`src/inc/imu_pkg.sv`:
```
/*
  Shared constants for the inertial sensor control block and its host end:
  register indices, power codes, timing counts.
  Assumes a 10 MHz system clock on both ends.
*/
package imu_pkg;
  // Clock
  localparam int unsigned CLK_HZ = 10000000;
  // Sensor register indices (7-bit address space)
  localparam logic [6:0] REG_ACCEL_ID     = 7'h00;
  localparam logic [6:0] REG_ACCEL_DATA0  = 7'h12;
  localparam logic [6:0] REG_ACCEL_TIME0  = 7'h18;
  localparam logic [6:0] REG_ACCEL_TEMP0  = 7'h22;
  localparam logic [6:0] REG_ACCEL_PWR    = 7'h7D;
  localparam logic [6:0] REG_GYRO_DATA0   = 7'h02;
  localparam logic [6:0] REG_GYRO_LPM     = 7'h11;
  localparam logic [6:0] REG_GYRO_SOFTRST = 7'h14;
  localparam logic [7:0] SOFT_RESET_CMD   = 8'hB6;
  // Identity value, arbitrary
  localparam logic [7:0] ACCEL_ID_VALUE   = 8'h5A;
  // Power codes
  localparam logic [7:0] ACCEL_PWR_ON     = 8'h04;
  localparam logic [7:0] ACCEL_PWR_OFF    = 8'h00;
  localparam logic [7:0] GYRO_LPM_NORMAL  = 8'h00;
  localparam logic [7:0] GYRO_LPM_SUSPEND = 8'h80;
  localparam logic [7:0] GYRO_LPM_DEEP    = 8'h20;
  // Sensor time tick: 39.0625 us
  localparam int unsigned TICK_NS         = 39063;
  localparam logic [8:0] TICK_CYCLES      = 9'(((TICK_NS * (CLK_HZ / 1000000)) / 1000) - 1);
  localparam int unsigned SENSOR_TIME_W   = 24;
  // Host waits in microseconds
  localparam int unsigned ACCEL_BOOT_US   = 1000;
  localparam int unsigned ACCEL_MODE_US   = 5000;
  localparam int unsigned ACCEL_DATA_US   = 50000;
  localparam int unsigned GYRO_SETTLE_US  = 30000;
  localparam int unsigned WRITE_GAP_US    = 2;
  localparam int unsigned ACCEL_BOOT_CYC  = ACCEL_BOOT_US * (CLK_HZ / 1000000);
  localparam int unsigned ACCEL_MODE_CYC  = ACCEL_MODE_US * (CLK_HZ / 1000000);
  localparam int unsigned ACCEL_DATA_CYC  = ACCEL_DATA_US * (CLK_HZ / 1000000);
  localparam int unsigned GYRO_SETTLE_CYC = GYRO_SETTLE_US * (CLK_HZ / 1000000);
  localparam logic [7:0]  WRITE_GAP_CYC   = 8'(WRITE_GAP_US * (CLK_HZ / 1000000));
  // Link half period minus one, in system clocks (link clock made by host)
  localparam logic [3:0]  SCK_HALF_CYC    = 4'h4;
  // Host register map (AHB-Lite byte addresses)
  localparam logic [7:0] HOST_CTRL        = 8'h00;
  localparam logic [7:0] HOST_ADDR        = 8'h04;
  localparam logic [7:0] HOST_WDATA       = 8'h08;
  localparam logic [7:0] HOST_RDATA       = 8'h0C;
  localparam logic [7:0] HOST_STATUS      = 8'h10;
  // HOST_CTRL fields
  localparam int unsigned CTRL_GO_BIT     = 0;
  localparam int unsigned CTRL_READ_BIT   = 1;
  localparam int unsigned CTRL_GYRO_BIT   = 2;
  localparam int unsigned CTRL_LEN_LSB    = 8;
  // Link op state
  typedef enum logic [2:0] {
    L_IDLE  = 3'b000,
    L_CMD   = 3'b001,
    L_DATA  = 3'b010,
    L_DONE  = 3'b011,
    L_GAP   = 3'b100
  } link_state_t;
endpackage : imu_pkg

```
`src/inc/imu_link_if.sv`:
```
/*
  SPI-style link between host and sensor: two chip selects, clock, data in,
  data out. Assumes the host makes the link clock.
*/
`timescale 1ns/1ps
`default_nettype none
interface imu_link_if;
  logic sck;
  logic accel_cs_n;
  logic gyro_cs_n;
  logic mosi;
  logic miso;
  logic miso_oe;
  logic interface_select_pin;
  modport host_end (output sck, output accel_cs_n, output gyro_cs_n, output mosi,
                    input miso, input miso_oe);
  modport sensor_end (input sck, input accel_cs_n, input gyro_cs_n, input mosi,
                      output miso, output miso_oe, input interface_select_pin);
endinterface : imu_link_if
`default_nettype wire

```
`src/imu_sensor.sv`:
```
/*
  Sensor end: interface selection, accel and gyro power modes, data shadowing,
  burst address increment, sensor-time counter, SPI slave on link pins.
  Assumes link pins are asynchronous; the host makes the link clock.
*/
// Chosen here: the AHB-Lite register port and the register offsets.
// Contract
// - Gyro interface taken from select pin
// - Accel starts I2C, SPI after CS rise
// - Host does dummy SPI read first
// - Reset: gyro normal, accel suspended
// - Accel 0x04 normal, 0x00 suspend
// - Accel power gates temperature too
// - Host waits 1ms boot, 5ms mode
// - Host waits 1ms, writes 4, waits 50ms
// - Gyro suspend holds data and config
// - Gyro 0x80 suspend, 0x00/softreset exits
// - Gyro 0x20 deep suspend loses config
// - Host rewrites settings after deep suspend
// - Host waits 30ms after gyro changes
// - Host gaps writes in gyro suspend
// - Data 16-bit, temperature 11-bit signed
// - Low byte read freezes high byte
// - Host reads low before high byte
// - Burst read auto-increments address
// - Burst read locks all sensor outputs; sensor time still counts
// - 24-bit time counter per 39.0625us
// - Power-on reset clears all selections
`timescale 1ns/1ps
`default_nettype none
module imu_sensor
  import imu_pkg::*;
(
  // System
  input  wire logic        i_clk_sys,
  input  wire logic        i_resetn,
  // Link
  imu_link_if.sensor_end   link,
  // Sample sources
  input  wire logic [47:0] i_accel_sample,
  input  wire logic [47:0] i_gyro_sample,
  input  wire logic [10:0] i_temp_sample,
  input  wire logic        i_sample_strobe,
  // Status
  output logic             o_accel_spi_mode,
  output logic             o_gyro_spi_mode,
  output logic             o_accel_active,
  output logic [1:0]       o_gyro_mode,
  output logic [23:0]      o_sensor_time
);
  // Three-stage synchronisers on link pins
  logic [2:0] sck_s;
  logic [2:0] acs_s;
  logic [2:0] gcs_s;
  logic [2:0] mosi_s;
  logic sck_q, acs_q, gcs_q, mosi_q;
  logic accel_spi;
  logic gyro_spi;
  logic [7:0] accel_pwr;
  logic [7:0] gyro_lpm;
  logic [47:0] accel_data;
  logic [47:0] gyro_data;
  logic [10:0] temp_data;
  logic [23:0] stime;
  logic [8:0]  tick_cnt;
  logic [15:0] shift_in;
  logic [7:0]  shift_out;
  logic [3:0]  bit_cnt;
  logic        is_read;
  logic        first_byte;
  logic [6:0]  addr;
  logic        burst_active;
  logic [7:0]  shadow_hi;
  logic [7:0]  miso_bit_src;
  logic        was_gyro;
  logic [7:0]  read_byte;
  logic [7:0]  gyro_cfg;

  always_ff @(posedge i_clk_sys or negedge i_resetn) begin
    if (!i_resetn) begin
      sck_s  <= 3'h0;
      acs_s  <= 3'h7;
      gcs_s  <= 3'h7;
      mosi_s <= 3'h0;
    end else begin
      sck_s  <= {sck_s[1:0], link.sck};
      acs_s  <= {acs_s[1:0], link.accel_cs_n};
      gcs_s  <= {gcs_s[1:0], link.gyro_cs_n};
      mosi_s <= {mosi_s[1:0], link.mosi};
    end
  end

  // Level counts once stages two and three agree
  always_ff @(posedge i_clk_sys or negedge i_resetn) begin
    if (!i_resetn) begin
      sck_q  <= 1'b0;
      acs_q  <= 1'b1;
      gcs_q  <= 1'b1;
      mosi_q <= 1'b0;
    end else begin
      if (sck_s[1] == sck_s[2]) sck_q <= sck_s[2];
      if (acs_s[1] == acs_s[2]) acs_q <= acs_s[2];
      if (gcs_s[1] == gcs_s[2]) gcs_q <= gcs_s[2];
      if (mosi_s[1] == mosi_s[2]) mosi_q <= mosi_s[2];
    end
  end

  wire sck_rise   = (sck_s[1] == sck_s[2]) && sck_s[2] && !sck_q;
  wire sck_fall   = (sck_s[1] == sck_s[2]) && !sck_s[2] && sck_q;
  wire acs_rise   = (acs_s[1] == acs_s[2]) && acs_s[2] && !acs_q;
  wire gcs_rise   = (gcs_s[1] == gcs_s[2]) && gcs_s[2] && !gcs_q;
  wire frame_end  = acs_rise || gcs_rise;
  wire any_sel    = !acs_q || !gcs_q;
  wire sel_gyro   = !gcs_q;
  wire byte_done  = sck_rise && (bit_cnt == 4'h7);
  wire [7:0] wr_byte = {shift_in[6:0], mosi_q};
  wire accel_on   = (accel_pwr == ACCEL_PWR_ON);
  wire gyro_susp  = (gyro_lpm == GYRO_LPM_SUSPEND);
  wire gyro_deep  = (gyro_lpm == GYRO_LPM_DEEP);
  wire gyro_run   = !gyro_susp && !gyro_deep;
  wire do_write   = byte_done && !first_byte && !is_read;
  wire soft_rst   = do_write && was_gyro && (addr == REG_GYRO_SOFTRST) && (wr_byte == SOFT_RESET_CMD);
  wire tick       = (tick_cnt == TICK_CYCLES);
  wire [6:0] a_off = addr - REG_ACCEL_DATA0;
  wire [6:0] g_off = addr - REG_GYRO_DATA0;
  wire [6:0] t_off = addr - REG_ACCEL_TIME0;
  wire accel_hit  = (addr >= REG_ACCEL_DATA0) && (addr < REG_ACCEL_DATA0 + 7'h06);
  wire gyro_hit   = (addr >= REG_GYRO_DATA0) && (addr < REG_GYRO_DATA0 + 7'h06);
  wire time_hit   = (addr >= REG_ACCEL_TIME0) && (addr < REG_ACCEL_TIME0 + 7'h03);
  wire is_hi      = a_off[0] && accel_hit || g_off[0] && gyro_hit;

  always_comb begin
    read_byte = 8'h00;
    if (was_gyro) begin
      if (gyro_hit) read_byte = gyro_data[{g_off[2:0], 3'b000} +: 8];
      else if (addr == REG_GYRO_LPM) read_byte = gyro_lpm;
      else if (addr == REG_GYRO_LPM + 7'h01) read_byte = gyro_cfg;
    end else begin
      if (addr == REG_ACCEL_ID) read_byte = ACCEL_ID_VALUE;
      else if (accel_hit) read_byte = accel_data[{a_off[2:0], 3'b000} +: 8];
      else if (time_hit) read_byte = stime[{t_off[1:0], 3'b000} +: 8];
      else if (addr == REG_ACCEL_TEMP0) read_byte = temp_data[10:3];
      else if (addr == REG_ACCEL_TEMP0 + 7'h01) read_byte = {temp_data[2:0], 5'h00};
      else if (addr == REG_ACCEL_PWR) read_byte = accel_pwr;
    end
    // Outside a burst, high byte comes from the shadow taken at the low byte read
    if (is_hi && !burst_active) read_byte = shadow_hi;
    miso_bit_src = read_byte;
  end

  // Interface selection; reset is the power-on reset
  always_ff @(posedge i_clk_sys or negedge i_resetn) begin
    if (!i_resetn) begin
      accel_spi <= 1'b0;
      gyro_spi  <= 1'b0;
    end else begin
      gyro_spi <= link.interface_select_pin;
      if (acs_rise) accel_spi <= 1'b1;
    end
  end

  // Power registers and gyro config
  always_ff @(posedge i_clk_sys or negedge i_resetn) begin
    if (!i_resetn) begin
      accel_pwr <= ACCEL_PWR_OFF;
      gyro_lpm  <= GYRO_LPM_NORMAL;
      gyro_cfg  <= 8'h00;
    end else if (soft_rst) begin
      gyro_lpm <= GYRO_LPM_NORMAL;
      gyro_cfg <= 8'h00;
    end else begin
      if (do_write && !was_gyro && (addr == REG_ACCEL_PWR)) accel_pwr <= wr_byte;
      if (do_write && was_gyro && (addr == REG_GYRO_LPM)) gyro_lpm <= wr_byte;
      if (do_write && was_gyro && (addr == REG_GYRO_LPM + 7'h01)) gyro_cfg <= wr_byte;
      if (gyro_deep) gyro_cfg <= 8'h00;
    end
  end

  // Sample capture, held while a burst holds the data lock
  always_ff @(posedge i_clk_sys or negedge i_resetn) begin
    if (!i_resetn) begin
      accel_data <= 48'h0;
      gyro_data  <= 48'h0;
      temp_data  <= 11'h0;
    end else if (i_sample_strobe && !burst_active) begin
      if (accel_on) accel_data <= i_accel_sample;
      if (accel_on) temp_data <= i_temp_sample;
      if (gyro_run) gyro_data <= i_gyro_sample;
    end
  end

  // Sensor time
  always_ff @(posedge i_clk_sys or negedge i_resetn) begin
    if (!i_resetn) begin
      tick_cnt <= 9'h0;
      stime    <= 24'h0;
    end else begin
      tick_cnt <= tick ? 9'h0 : tick_cnt + 9'h1;
      if (tick) stime <= stime + 24'h1;
    end
  end

  // SPI slave: mode 0, command byte then data bytes
  always_ff @(posedge i_clk_sys or negedge i_resetn) begin
    if (!i_resetn) begin
      shift_in     <= 16'h0;
      shift_out    <= 8'h00;
      bit_cnt      <= 4'h0;
      is_read      <= 1'b0;
      first_byte   <= 1'b1;
      addr         <= 7'h00;
      burst_active <= 1'b0;
      shadow_hi    <= 8'h00;
      was_gyro     <= 1'b0;
    end else if (!any_sel || frame_end) begin
      bit_cnt      <= 4'h0;
      first_byte   <= 1'b1;
      burst_active <= 1'b0;
    end else begin
      if (sck_rise) begin
        shift_in <= {shift_in[14:0], mosi_q};
        bit_cnt  <= (bit_cnt == 4'h7) ? 4'h0 : bit_cnt + 4'h1;
      end
      if (sck_fall && !first_byte) shift_out <= {shift_out[6:0], 1'b0};
      if (byte_done && first_byte) begin
        first_byte <= 1'b0;
        is_read    <= shift_in[6];
        addr       <= {shift_in[5:0], mosi_q};
        was_gyro   <= sel_gyro;
      end else if (byte_done) begin
        addr <= addr + 7'h01;
        if (is_read) burst_active <= 1'b1;
      end
      // Load next byte; low byte read snaps its high partner
      if (sck_fall && bit_cnt == 4'h0 && !first_byte) begin
        shift_out <= miso_bit_src;
        if (!is_hi) begin
          if (accel_hit && !was_gyro) shadow_hi <= accel_data[{a_off[2:0], 3'b000} + 8 +: 8];
          if (gyro_hit && was_gyro) shadow_hi <= gyro_data[{g_off[2:0], 3'b000} + 8 +: 8];
        end
      end
    end
  end

  assign link.miso        = shift_out[7];
  assign link.miso_oe     = any_sel && is_read && !first_byte && (was_gyro ? gyro_spi : accel_spi);
  assign o_accel_spi_mode = accel_spi;
  assign o_gyro_spi_mode  = gyro_spi;
  assign o_accel_active   = accel_on;
  assign o_gyro_mode      = gyro_deep ? 2'h2 : (gyro_susp ? 2'h1 : 2'h0);
  assign o_sensor_time    = stime;
endmodule : imu_sensor
`default_nettype wire

```
`src/flat_wrapper.sv`:
```
// flat-port wrapper written by rule: the top's interface ports become plain ports
module imu_sensor_flat import imu_pkg::*;
  (i_clk_sys, i_resetn, i_accel_sample, i_gyro_sample, i_temp_sample, i_sample_strobe, o_accel_spi_mode, o_gyro_spi_mode, o_accel_active, o_gyro_mode, o_sensor_time, link_sck, link_accel_cs_n, link_gyro_cs_n, link_mosi, link_miso, link_miso_oe, link_interface_select_pin);
  imu_link_if link_i ();
  input  wire logic i_clk_sys;
  input  wire logic i_resetn;
  input  wire logic [47:0] i_accel_sample;
  input  wire logic [47:0] i_gyro_sample;
  input  wire logic [10:0] i_temp_sample;
  input  wire logic i_sample_strobe;
  output logic o_accel_spi_mode;
  output logic o_gyro_spi_mode;
  output logic o_accel_active;
  output logic [1:0] o_gyro_mode;
  output logic [23:0] o_sensor_time;
  input wire logic [$bits(link_i.sck)-1:0] link_sck;
  input wire logic [$bits(link_i.accel_cs_n)-1:0] link_accel_cs_n;
  input wire logic [$bits(link_i.gyro_cs_n)-1:0] link_gyro_cs_n;
  input wire logic [$bits(link_i.mosi)-1:0] link_mosi;
  output wire logic [$bits(link_i.miso)-1:0] link_miso;
  output wire logic [$bits(link_i.miso_oe)-1:0] link_miso_oe;
  input wire logic [$bits(link_i.interface_select_pin)-1:0] link_interface_select_pin;
  assign link_i.sck = link_sck;
  assign link_i.accel_cs_n = link_accel_cs_n;
  assign link_i.gyro_cs_n = link_gyro_cs_n;
  assign link_i.mosi = link_mosi;
  assign link_miso = link_i.miso;
  assign link_miso_oe = link_i.miso_oe;
  assign link_i.interface_select_pin = link_interface_select_pin;
  imu_sensor u_core (.i_clk_sys(i_clk_sys), .i_resetn(i_resetn), .link(link_i), .i_accel_sample(i_accel_sample), .i_gyro_sample(i_gyro_sample), .i_temp_sample(i_temp_sample), .i_sample_strobe(i_sample_strobe), .o_accel_spi_mode(o_accel_spi_mode), .o_gyro_spi_mode(o_gyro_spi_mode), .o_accel_active(o_accel_active), .o_gyro_mode(o_gyro_mode), .o_sensor_time(o_sensor_time));
endmodule
```
`config.mk`:
```
export PLATFORM = sky130hd
export DESIGN_NAME = imu_sensor_flat
export DESIGN_NICKNAME = d
export VERILOG_FILES = /design/src/inc/imu_pkg.sv /design/src/inc/imu_link_if.sv /design/src/imu_sensor.sv /design/src/flat_wrapper.sv
export SDC_FILE = /design/constraint.sdc
export NUM_CORES = 1
export LEC_CHECK = 0
export BUFFER_PORTS_ARGS = -buffer_cell sky130_fd_sc_hd__buf_2
export CORE_MARGIN = 10
export CORE_UTILIZATION = 30
export DETAILED_ROUTE_END_ITERATION = 10
export GPL_TIMING_DRIVEN = 0
export MAX_ROUTING_LAYER = met4
export SYNTH_ARGS = -nofsm -noshare
export SYNTH_HDL_FRONTEND = slang
export SYNTH_SLANG_ARGS = --single-unit
```
`constraint.sdc`:
```
create_clock -name i_clk_sys -period 3.99 [get_ports i_clk_sys]
set_input_delay 0.1995 -clock i_clk_sys [delete_from_list [all_inputs] [get_ports i_clk_sys]]
set_output_delay 0.1995 -clock i_clk_sys [all_outputs]
set_load 0.02 [all_outputs]
```
After elaboration in Yosys (flattened, before gate mapping)
Index checks and enable logic that the tools add are counted.
- register bits: 220
- logic and storage cells: 172
- magnitude comparators: 6
- bitwise gates (word level): 3
- equal/unequal tests: 17
- reductions and logical operators: 70
- shifts and indexed selects: 5
- muxes and demuxes: 35
- add/subtract/negate cells: 9
- operator list (cell ; count):
    8-bit 2-to-1 mux ; 20
    48-bit by 33-bit indexed part select with 8-bit output ; 2
    48-bit by 7-bit indexed part select with 8-bit output ; 2
    1-bit logical AND ; 35
    24-bit by 1-bit adder with 24-bit output (second input constant) ; 1
    24-bit by 6-bit indexed part select with 8-bit output ; 1
    7-bit by 5-bit equality test with 1-bit output (second input constant) ; 3
    8-bit equality test (second input constant) ; 2
    2-bit nonzero test ; 8
    6-bit by 4-bit adder with 7-bit output (second input constant) ; 2
    7-bit by 6-bit equality test with 1-bit output (second input constant) ; 2
    7-bit by 5-bit >= comparator with 1-bit output (second input constant) ; 2
    7-bit by 5-bit less-than comparator with 1-bit output (second input constant) ; 2
    7-bit 2-to-1 mux ; 2
    2-bit AND reduction ; 7
    4-bit 2-to-1 mux ; 3
    1-bit logical NOT ; 11
    9-bit by 1-bit adder with 9-bit output (second input constant) ; 1
    9-bit equality test (second input constant) ; 1
    9-bit 2-to-1 mux ; 1
    8-bit by 3-bit equality test with 1-bit output (second input constant) ; 1
    8-bit by 6-bit equality test with 1-bit output (second input constant) ; 1
    1-bit 2-to-1 mux ; 8
    7-bit by 1-bit adder with 7-bit output (second input constant) ; 1
    other kinds (17) ; 26

Logic depth before layout (Yosys ltp)
Gate-level depths: netlist of the first run.
- depth after elaboration: 11
- mapped depth: 12
- mapped depth without buffers: 8

Worst setup path after synthesis of the first run
No wires, ideal clock.
- kind: register -> register
- start: register u_core.addr[1]
- end: register u_core.shift_out[6]
- setup time: 132 ps
- required time: 3858 ps
- path slack: 732 ps
- path buffers: 4
- stages on the path, launching flop included: 13
- arrival: 3126 ps
- cell sequence: dfrtp_1 > buf_2 > buf_1 > buf_6 > inv_1 > ha_1 > clkbuf_1 > mux2_2 > a221oi_1 > o31ai_1 > o21bai_1 > a21oi_1 > o21ai_0
- longest elaborated chain between the ends: 10
- elaborated cells between the ends (all ways): 37
- ends and longest elaborated chain (item ; line ; text):
    start: declaration ; imu_sensor.sv:71 ; logic [6:0] addr;
    start signal: assignment ; imu_sensor.sv:228 ; addr <= {shift_in[5:0], mosi_q};
    start signal: assignment ; imu_sensor.sv:231 ; addr <= addr + 7'h01;
    parallel branches: the longest is 8 deep, another holds 3-bit by 2-bit subtractor with 3-bit output ; -- ;
    8-bit 2-to-1 mux (*) ; imu_sensor.sv:147 ; if (is_hi && !burst_active) read_byte = shadow_hi;
    8-bit 2-to-1 mux (*) ; imu_sensor.sv:235 ; if (sck_fall && bit_cnt == 4'h0 && !first_byte) begin
    end signal: assignment ; imu_sensor.sv:224 ; if (sck_fall && !first_byte) shift_out <= {shift_out[6:0], 1'b0};
    end signal: assignment ; imu_sensor.sv:236 ; shift_out <= miso_bit_src;
    end: declaration ; imu_sensor.sv:67 ; logic [7:0] shift_out;
Mark *: on every way between the ends.
A chain may end at the register's enable or synchronous reset.

Final worst setup path of the first run
- start: register u_core.addr[1]
- end: register u_core.shadow_hi[1]
- longest elaborated chain between the ends: 6
- elaborated cells between the ends (all ways): 22
- ends and longest elaborated chain (item ; line ; text):
    parallel branches: the longest is 6 deep, another holds 6-bit by 4-bit adder with 7-bit output ; -- ;
    end signal: assignment ; imu_sensor.sv:238 ; if (accel_hit && !was_gyro) shadow_hi <= accel_data[{a_off[2:0], 3'b000} + 8 +: 8];
    end signal: assignment ; imu_sensor.sv:239 ; if (gyro_hit && was_gyro) shadow_hi <= gyro_data[{g_off[2:0], 3'b000} + 8 +: 8];
    end: declaration ; imu_sensor.sv:73 ; logic [7:0] shadow_hi;
Several ways; the timed one is not identified. The select of a mux whose other input is x is not followed.

==> flow_metrics.py, run 1 <==
metrics = {
    "grt": {
        "grt_max_degree": 119,
        "global_route.overflow_total": 0,
        "grt_antenna_before_repair": 0,
        "track_usage_pct": 16.4,
        "grt_pass1_wl_um": 55500,
        "vias_in_the_first_global_route": 9038,
    },
    "logic_synthesis": {
        "post_synth_edffs": 0,
        "yosys_warnings": 0,
        "yosys_register_bits": 220,
        "synth.yosys.seq_area_share_pct": 50.6,
        "synthesis.instances": 910,
        "synth_area_mm2": 0.0109,
        "netlist_top_cells_count": "dfrtp_1, mux2_2, nand2_1, nor2_1, o21ai_0",
        "synthesis.nets": 1041,
        "synth.largest_area_cell": "dfrtp_1",
        "ys_async_sr_fraction_pct": 100,
        "synth_most_common_cell": "dfrtp_1",
        "synth_top_area_share_pct": 48.4,
        "synthesis.area_per_instance_um2": 12.0,
        "netlist-cell-type-count": 72,
        "dominantRegCellSynth": "dfrtp_1",
        "synth_top_cells_by_area": "dfrtp_1, mux2_2, nand2_1",
    },
    "worst_setup_path": {
        "critical_path.slowest_cell": "clkbuf_1",
        "arrival_ns": 4.33,
        "cp_cell_sequence": "buf_4 -> clkbuf_4 -> buf_6 -> inv_1 -> ha_2 -> inv_1 -> o2111ai_1 -> clkbuf_1 -> nand2_1 -> a311oi_1 -> mux2_2",
        "most_frequent_cell_on_the_critical_path": "inv_1",
        "critical_path.startpoint": "u_core.addr[1]",
        "critPathCaptureType": "flop",
        "critical_path_required_ns": 4.46,
        "timing.critical_path.slowest_cell_delay_ns": 0.58,
        "cp_max_fo": 10,
        "criticalPathCategory": "reg2reg",
        "crit-reg2reg-launch": "u_core.addr[1]",
        "critPathLaunchType": "flop",
    },
    "floorplanning": {
        "die-area_mm2": 0.0444,
        "io-pin-count": 146,
        "floorplan.core_area_mm2": 0.0357,
        "die_width_um": 211,
        "initial_utilization_pct": 30.5,
        "die_h_um": 211,
        "num_rows": 69,
    },
    "sta": {
        "finalHoldViolCount": 0,
        "postLayoutSetupSlackWorst_ns": 0.133,
        "tightestPinTransition_ns": 0.858,
        "slew_headroom_pct": 42.3,
        "grt_setup_unrepaired": "no",
        "setup_viol": 0,
        "clock.fmax_mhz": 259,
        "final_max_slew_viol_count": 0,
        "clock_skew_ns": 0.0195,
        "final.period_utilization_pct": 96.7,
        "finalSetupTns_ns": 0,
        "fin_crit_ns": 3.86,
    },
    "cts": {
        "cts_sinks": 220,
        "cts-htree-levels": 1,
        "ctsLongestPathBuffers": 3,
        "tritoncts": "done",
        "cts-root-buf": "clkbuf_16",
        "cts-buffers-inserted": 26,
        "worstSkewPairLatency_ns": 0.53,
        "clkSlewWorstSetupHoldPaths_ns": 0.06,
    },
    "place": {
        "buffer_ports.inserted": 145,
        "place_inst": 1517,
        "half_perimeter_wire_length_after_placement_um": 26100,
        "place_ws_ns": -0.888,
        "finalWeightedCongestion": 0.938,
    },
    "routing": {
        "drc_errors": 0,
        "drtAntennaViolNets": 0,
        "post_drt_wl_per_cell_um": 21.3,
        "via_count": 8661,
        "detail_route.iter0.violations": 629,
        "first_pass_detailed_route_iteration_total": 5,
        "totalWireLength_um": 35700,
        "via_per_instance_ratio": 5.17,
    },
    "power": {
        "static-leakage-power_nw": 6.37,
        "irDropWorstVdd_mv": 0.435,
        "pwr_density_cell_mw_per_mm2": 374,
    },
    "layout": {
        "antenna_cells_inserted": 0,
        "final_net_count": 1328,
        "area_of_combinational_cells_with_multiple_inputs_mm2": 0.00511,
        "layout.area.seq_mm2": 0.00552,
        "layout-drive-gt1-share_pct": 32.1,
        "layout-area-overhead-vs-synth_pct": 31.0,
        "final_cell_count_no_fill": 1676,
        "filler_cell_count": 3484,
    },
    "hold_path": {
        "type_of_the_tightest_min_delay_check": "in2async",
    },
    "status": {
        "result_of_the_run": "finished clean",
    },
    "job": {
        "drv.max_cap_violation_count": 0,
    },
}
## cell families after synthesis
family,synth area share [%]
XOR/XNOR,2.57
multiplexers,20.7
buffers and inverters,2.56
AND/OR/NAND/NOR,10.8
flip-flops,50.6
AO/OA/AOI/OAI,10.9
adder cells (fa/ha/maj),1.93
## critical path: cells and delay by family, from the launching register on
family | cells | cell delay (ns)
compound gates | 2 | 0.94
fa+ha+maj | 1 | 0.31
buf+inv | 6 | 1.68
flops | 1 | 0.52
mux | 1 | 0.22
simple gates | 1 | 0.11
## timing repair
item                       CTS  global route
hold buffers               113             0
setup buffers                0             0
hold endpoints to repair   205             0
gates resized for setup      5             5
setup endpoints to repair   16             9
## placed cells by master, fill, tap and decap left out, drive strengths merged, types with 6 or more instances in the layout
cell	Yosys	routed
a221oi	17	17
clkbuf	22	60
mux4	11	11
xor2	12	12
nand2b	8	8
mux2i	28	28
dfrtp	211	211
ha	16	16
and4	8	8
nand4	11	11
mux2	152	152
buf	25	171
nand2	75	75
o22ai	7	7
nor2	38	38
nor2b	6	6
dfstp	9	9
a21oi	27	27
nor3	6	6
dlygate4sd3	0	113
xnor2	20	20
a22oi	7	7
inv	11	11
a22o	15	15
o211ai	9	9
nand3	27	27
o21ai	37	37
and3	14	14
## area by class of cell
cell class | count | share of cell area (%)
plain buffers | 47 | 1.70
clock buffers | 38 | 5.37
clock inverters | 8 | 0.841
inverters | 12 | 0.315
multi-input cells | 631 | 35.8
flip-flops and latches | 220 | 38.6
well taps | 461 | 4.04
repair buffers | 259 | 13.3
## power by group
group | total, mW | internal, mW | switching (mW)
clock network | 2.47 | 1.52 | 0.955
registers | 2.47 | 2.34 | 0.139
logic | 0.391 | 0.224 | 0.167
## registers in the layout, summed over array words and instances, names as in the netlist, 3 cells and up
signal,cells
u_core.accel_data,48
u_core.gyro_data,48
u_core.o_sensor_time,24
u_core.temp_data,11
u_core.tick_cnt,9
u_core.accel_pwr,8
u_core.gyro_cfg,8
u_core.gyro_lpm,8
u_core.shadow_hi,8
u_core.shift_out,8
u_core.addr,7
u_core.shift_in,7
u_core.bit_cnt,4
u_core.acs_s,3
u_core.gcs_s,3
u_core.mosi_s,3
u_core.sck_s,3
## per-layer routing
layer  GRT usage, %  vias up  wire length, um
met4           4.67        0              882
met1           21.4     4359            15800
met3           2.05       56             1600
met2           26.2      278            17400
met5              -        -                0
li1               -     3968                -
## path summary, 6_finish.rpt
kind,to,slack [ns],cells after the start
setup / recovery,u_core.shadow_hi[1],0.13,11
hold / removal,u_core.temp_data[2],0.30,2
setup reg to reg,u_core.shadow_hi[1],0.13,11
hold reg to reg,u_core.sck_s[1],0.35,0
max in group asynchronous,u_core.gyro_data[11],2.65,3
min in group i_clk_sys,u_core.sck_s[0],0.32,2
## per-stage QoR
step                hold WS [ns]  power, mW  area, um2  utilization (%)
finish                     0.302       5.34      14300             39.9
global route               0.311       5.53      14300             39.9
CTS                        0.305       5.38      14300             39.9
detailed placement         0.305       2.82      12200             34.3
global placement           0.306       2.81      12200             34.1
floorplan                -0.0961       2.60      10900                -
No activity file was read; power rests on OpenSTA's default activity.
==> run 2, diff against run 1 <==
--- a/config.mk
+++ b/config.mk
@@ -11,6 +11,7 @@
 export DETAILED_ROUTE_END_ITERATION = 10
 export GPL_TIMING_DRIVEN = 0
 export MAX_ROUTING_LAYER = met4
+export PLACE_DENSITY_LB_ADDON = 0.15
 export SYNTH_ARGS = -nofsm -noshare
 export SYNTH_HDL_FRONTEND = slang
 export SYNTH_SLANG_ARGS = --single-unit
==> run 2 against run 1 <==
Effect of this change: non-clock buffer count unchanged; final cell count grew 0.12%; flip-flop and latch count did not move; maximum frequency rose by 0.69%; combinational power is essentially flat; routed wire length increased by 5.2%; core utilization is 0.12 points lower; sequential power hardly changed.
==> flow_metrics.py, run 2 (synthesized netlist as in run 1, its figures left out) <==
metrics = {
    "power": {
        "static-leakage-power_nw": 6.35,
        "pwr_density_cell_mw_per_mm2": 364,
        "overall_power_mw": 5.19,
        "irDropWorstVdd_mv": 0.211,
    },
    "layout": {
        "utilization_pct": 39.8,
        "antenna_cells_inserted": 0,
        "final_cell_count_no_fill": 1678,
        "layout.cells.most_common": "dfrtp_1",
        "layout-area-overhead-vs-synth_pct": 30.6,
        "stdcell_area_mm2": 0.0142,
        "final_net_count": 1328,
        "commonest_cells_after_routing_fill_and_taps_aside": "dfrtp_1, buf_2, mux2_2, dlygate4sd3_1, nand2_1",
        "layout-drive-gt1-share_pct": 32.1,
    },
    "routing": {
        "drtAntennaViolNets": 0,
        "via_per_instance_ratio": 5.09,
        "totalWireLength_um": 37500,
        "via_count": 8534,
        "post_drt_wl_per_cell_um": 22.3,
        "detail_route.iter0.violations": 641,
        "drc_errors": 0,
        "first_pass_detailed_route_iteration_total": 5,
    },
    "worst_setup_path": {
        "critical_path.slowest_cell": "dfrtp_2",
        "r2r_setup_slack_ns": 0.16,
        "cp_cell_sequence": "buf_4 -> buf_4 -> buf_6 -> inv_1 -> ha_2 -> clkbuf_4 -> mux2_2 -> a221oi_1 -> nor2_1 -> a221oi_2 -> o21ai_0",
        "critPathCaptureType": "flop",
        "worst_path_dominant_cell_family": "buffers and inverters",
        "critical_path_required_ns": 4.39,
        "most_frequent_cell_on_the_critical_path": "buf_4",
        "critPathLaunchType": "flop",
        "cp_max_fo": 10,
        "timing.critical_path.slowest_cell_delay_ns": 0.58,
        "arrival_ns": 4.23,
        "critical_path_buf_inv_count": 5,
        "criticalPathCategory": "reg2reg",
    },
    "sta": {
        "tightestPinTransition_ns": 0.920,
        "grt_setup_unrepaired": "no",
        "setup_viol": 0,
        "slew_headroom_pct": 38.6,
        "clock.fmax_mhz": 261,
        "finalSetupTns_ns": 0,
        "postLayoutSetupSlackWorst_ns": 0.160,
        "final.period_utilization_pct": 96.0,
        "final_max_slew_viol_count": 0,
        "fin_crit_ns": 3.83,
        "finalHoldViolCount": 0,
        "hold_slack_ns": 0.302,
        "clock_skew_ns": 0.0162,
    },
    "grt": {
        "global_route.overflow_total": 0,
        "global_route.peak_usage_layer": "met2",
        "globalRouteMet1Util_pct": 22.5,
        "groute.layer.met3.usage_pct": 2.06,
        "vias_in_the_first_global_route": 9007,
        "grt_pass1_wl_um": 58500,
        "track_usage_pct": 17.5,
        "globalRouteMet2Util_pct": 28.9,
        "grt_antenna_before_repair": 0,
        "grt_max_degree": 112,
    },
    "cts": {
        "clkSlewWorstSetupHoldPaths_ns": 0.06,
        "cts-buffers-inserted": 26,
        "ctsLongestPathBuffers": 3,
        "cts_sinks": 220,
        "cts-htree-levels": 1,
        "postCtsSetupRepairBufs": 0,
        "worstSkewPairLatency_ns": 0.54,
        "cts-root-buf": "clkbuf_16",
        "tritoncts": "done",
    },
    "place": {
        "place_ws_ns": -1.26,
        "half_perimeter_wire_length_after_placement_um": 27600,
        "place_inst": 1517,
        "buffer_ports.inserted": 145,
        "finalWeightedCongestion": 0.867,
        "detailed_place.area_mm2": 0.0122,
    },
    "floorplanning": {
        "initial_utilization_pct": 30.5,
        "die_h_um": 211,
        "die_width_um": 211,
        "die-area_mm2": 0.0444,
        "num_rows": 69,
        "io-pin-count": 146,
        "floorplan.core_area_mm2": 0.0357,
    },
    "job": {
        "drv.max_cap_violation_count": 0,
    },
    "hold_path": {
        "type_of_the_tightest_min_delay_check": "in2reg",
    },
    "status": {
        "result_of_the_run": "finished clean",
    },
}
-- run 2: worst paths after layout --
kind / from / to / cells after the start
max: u_core.addr[1] / u_core.shift_out[6] / 11
min: link_interface_select_pin / u_core.o_gyro_spi_mode / 2
max reg2reg: u_core.addr[1] / u_core.shift_out[6] / 11
min reg2reg: u_core.sck_s[0] / u_core.sck_s[1] / 0
max in group asynchronous: i_resetn / u_core.gyro_data[4] / 3
min in group asynchronous: i_resetn / u_core.tick_cnt[5] / 2
-- run 2: layout make-up --
class / instances / area (um2)
Timing Repair Buffer: 259 / 1890
Buffer: 47 / 248
Clock inverter: 4 / 22.5
Inverter: 12 / 45.0
Tap cell: 461 / 577
Clock buffer: 44 / 810
Sequential cell: 220 / 5520
Fill cell: 3544 / 21500
Multi-Input combinational cell: 631 / 5120
-- run 2: repair_timing --
action                                  CTS  global route
endpoints found under the setup margin   19             9
gates resized for setup                  11             7
hold endpoints to repair                213             0
hold buffers                            113             0
-- run 2: routing by layer --
| layer | routed length (um) | vias to the layer above |
|---|---|---|
| met3 | 1230 | 49 |
| li1 | - | 3959 |
| met4 | 778 | 0 |
| met5 | 0 | - |
| met1 | 17200 | 4346 |
| met2 | 18300 | 180 |
-- run 2: where the power goes --
part	switching, mW	internal, mW	total (mW)
logic	0.165	0.223	0.388
registers	0.136	2.34	2.47
clock network	0.957	1.37	2.33
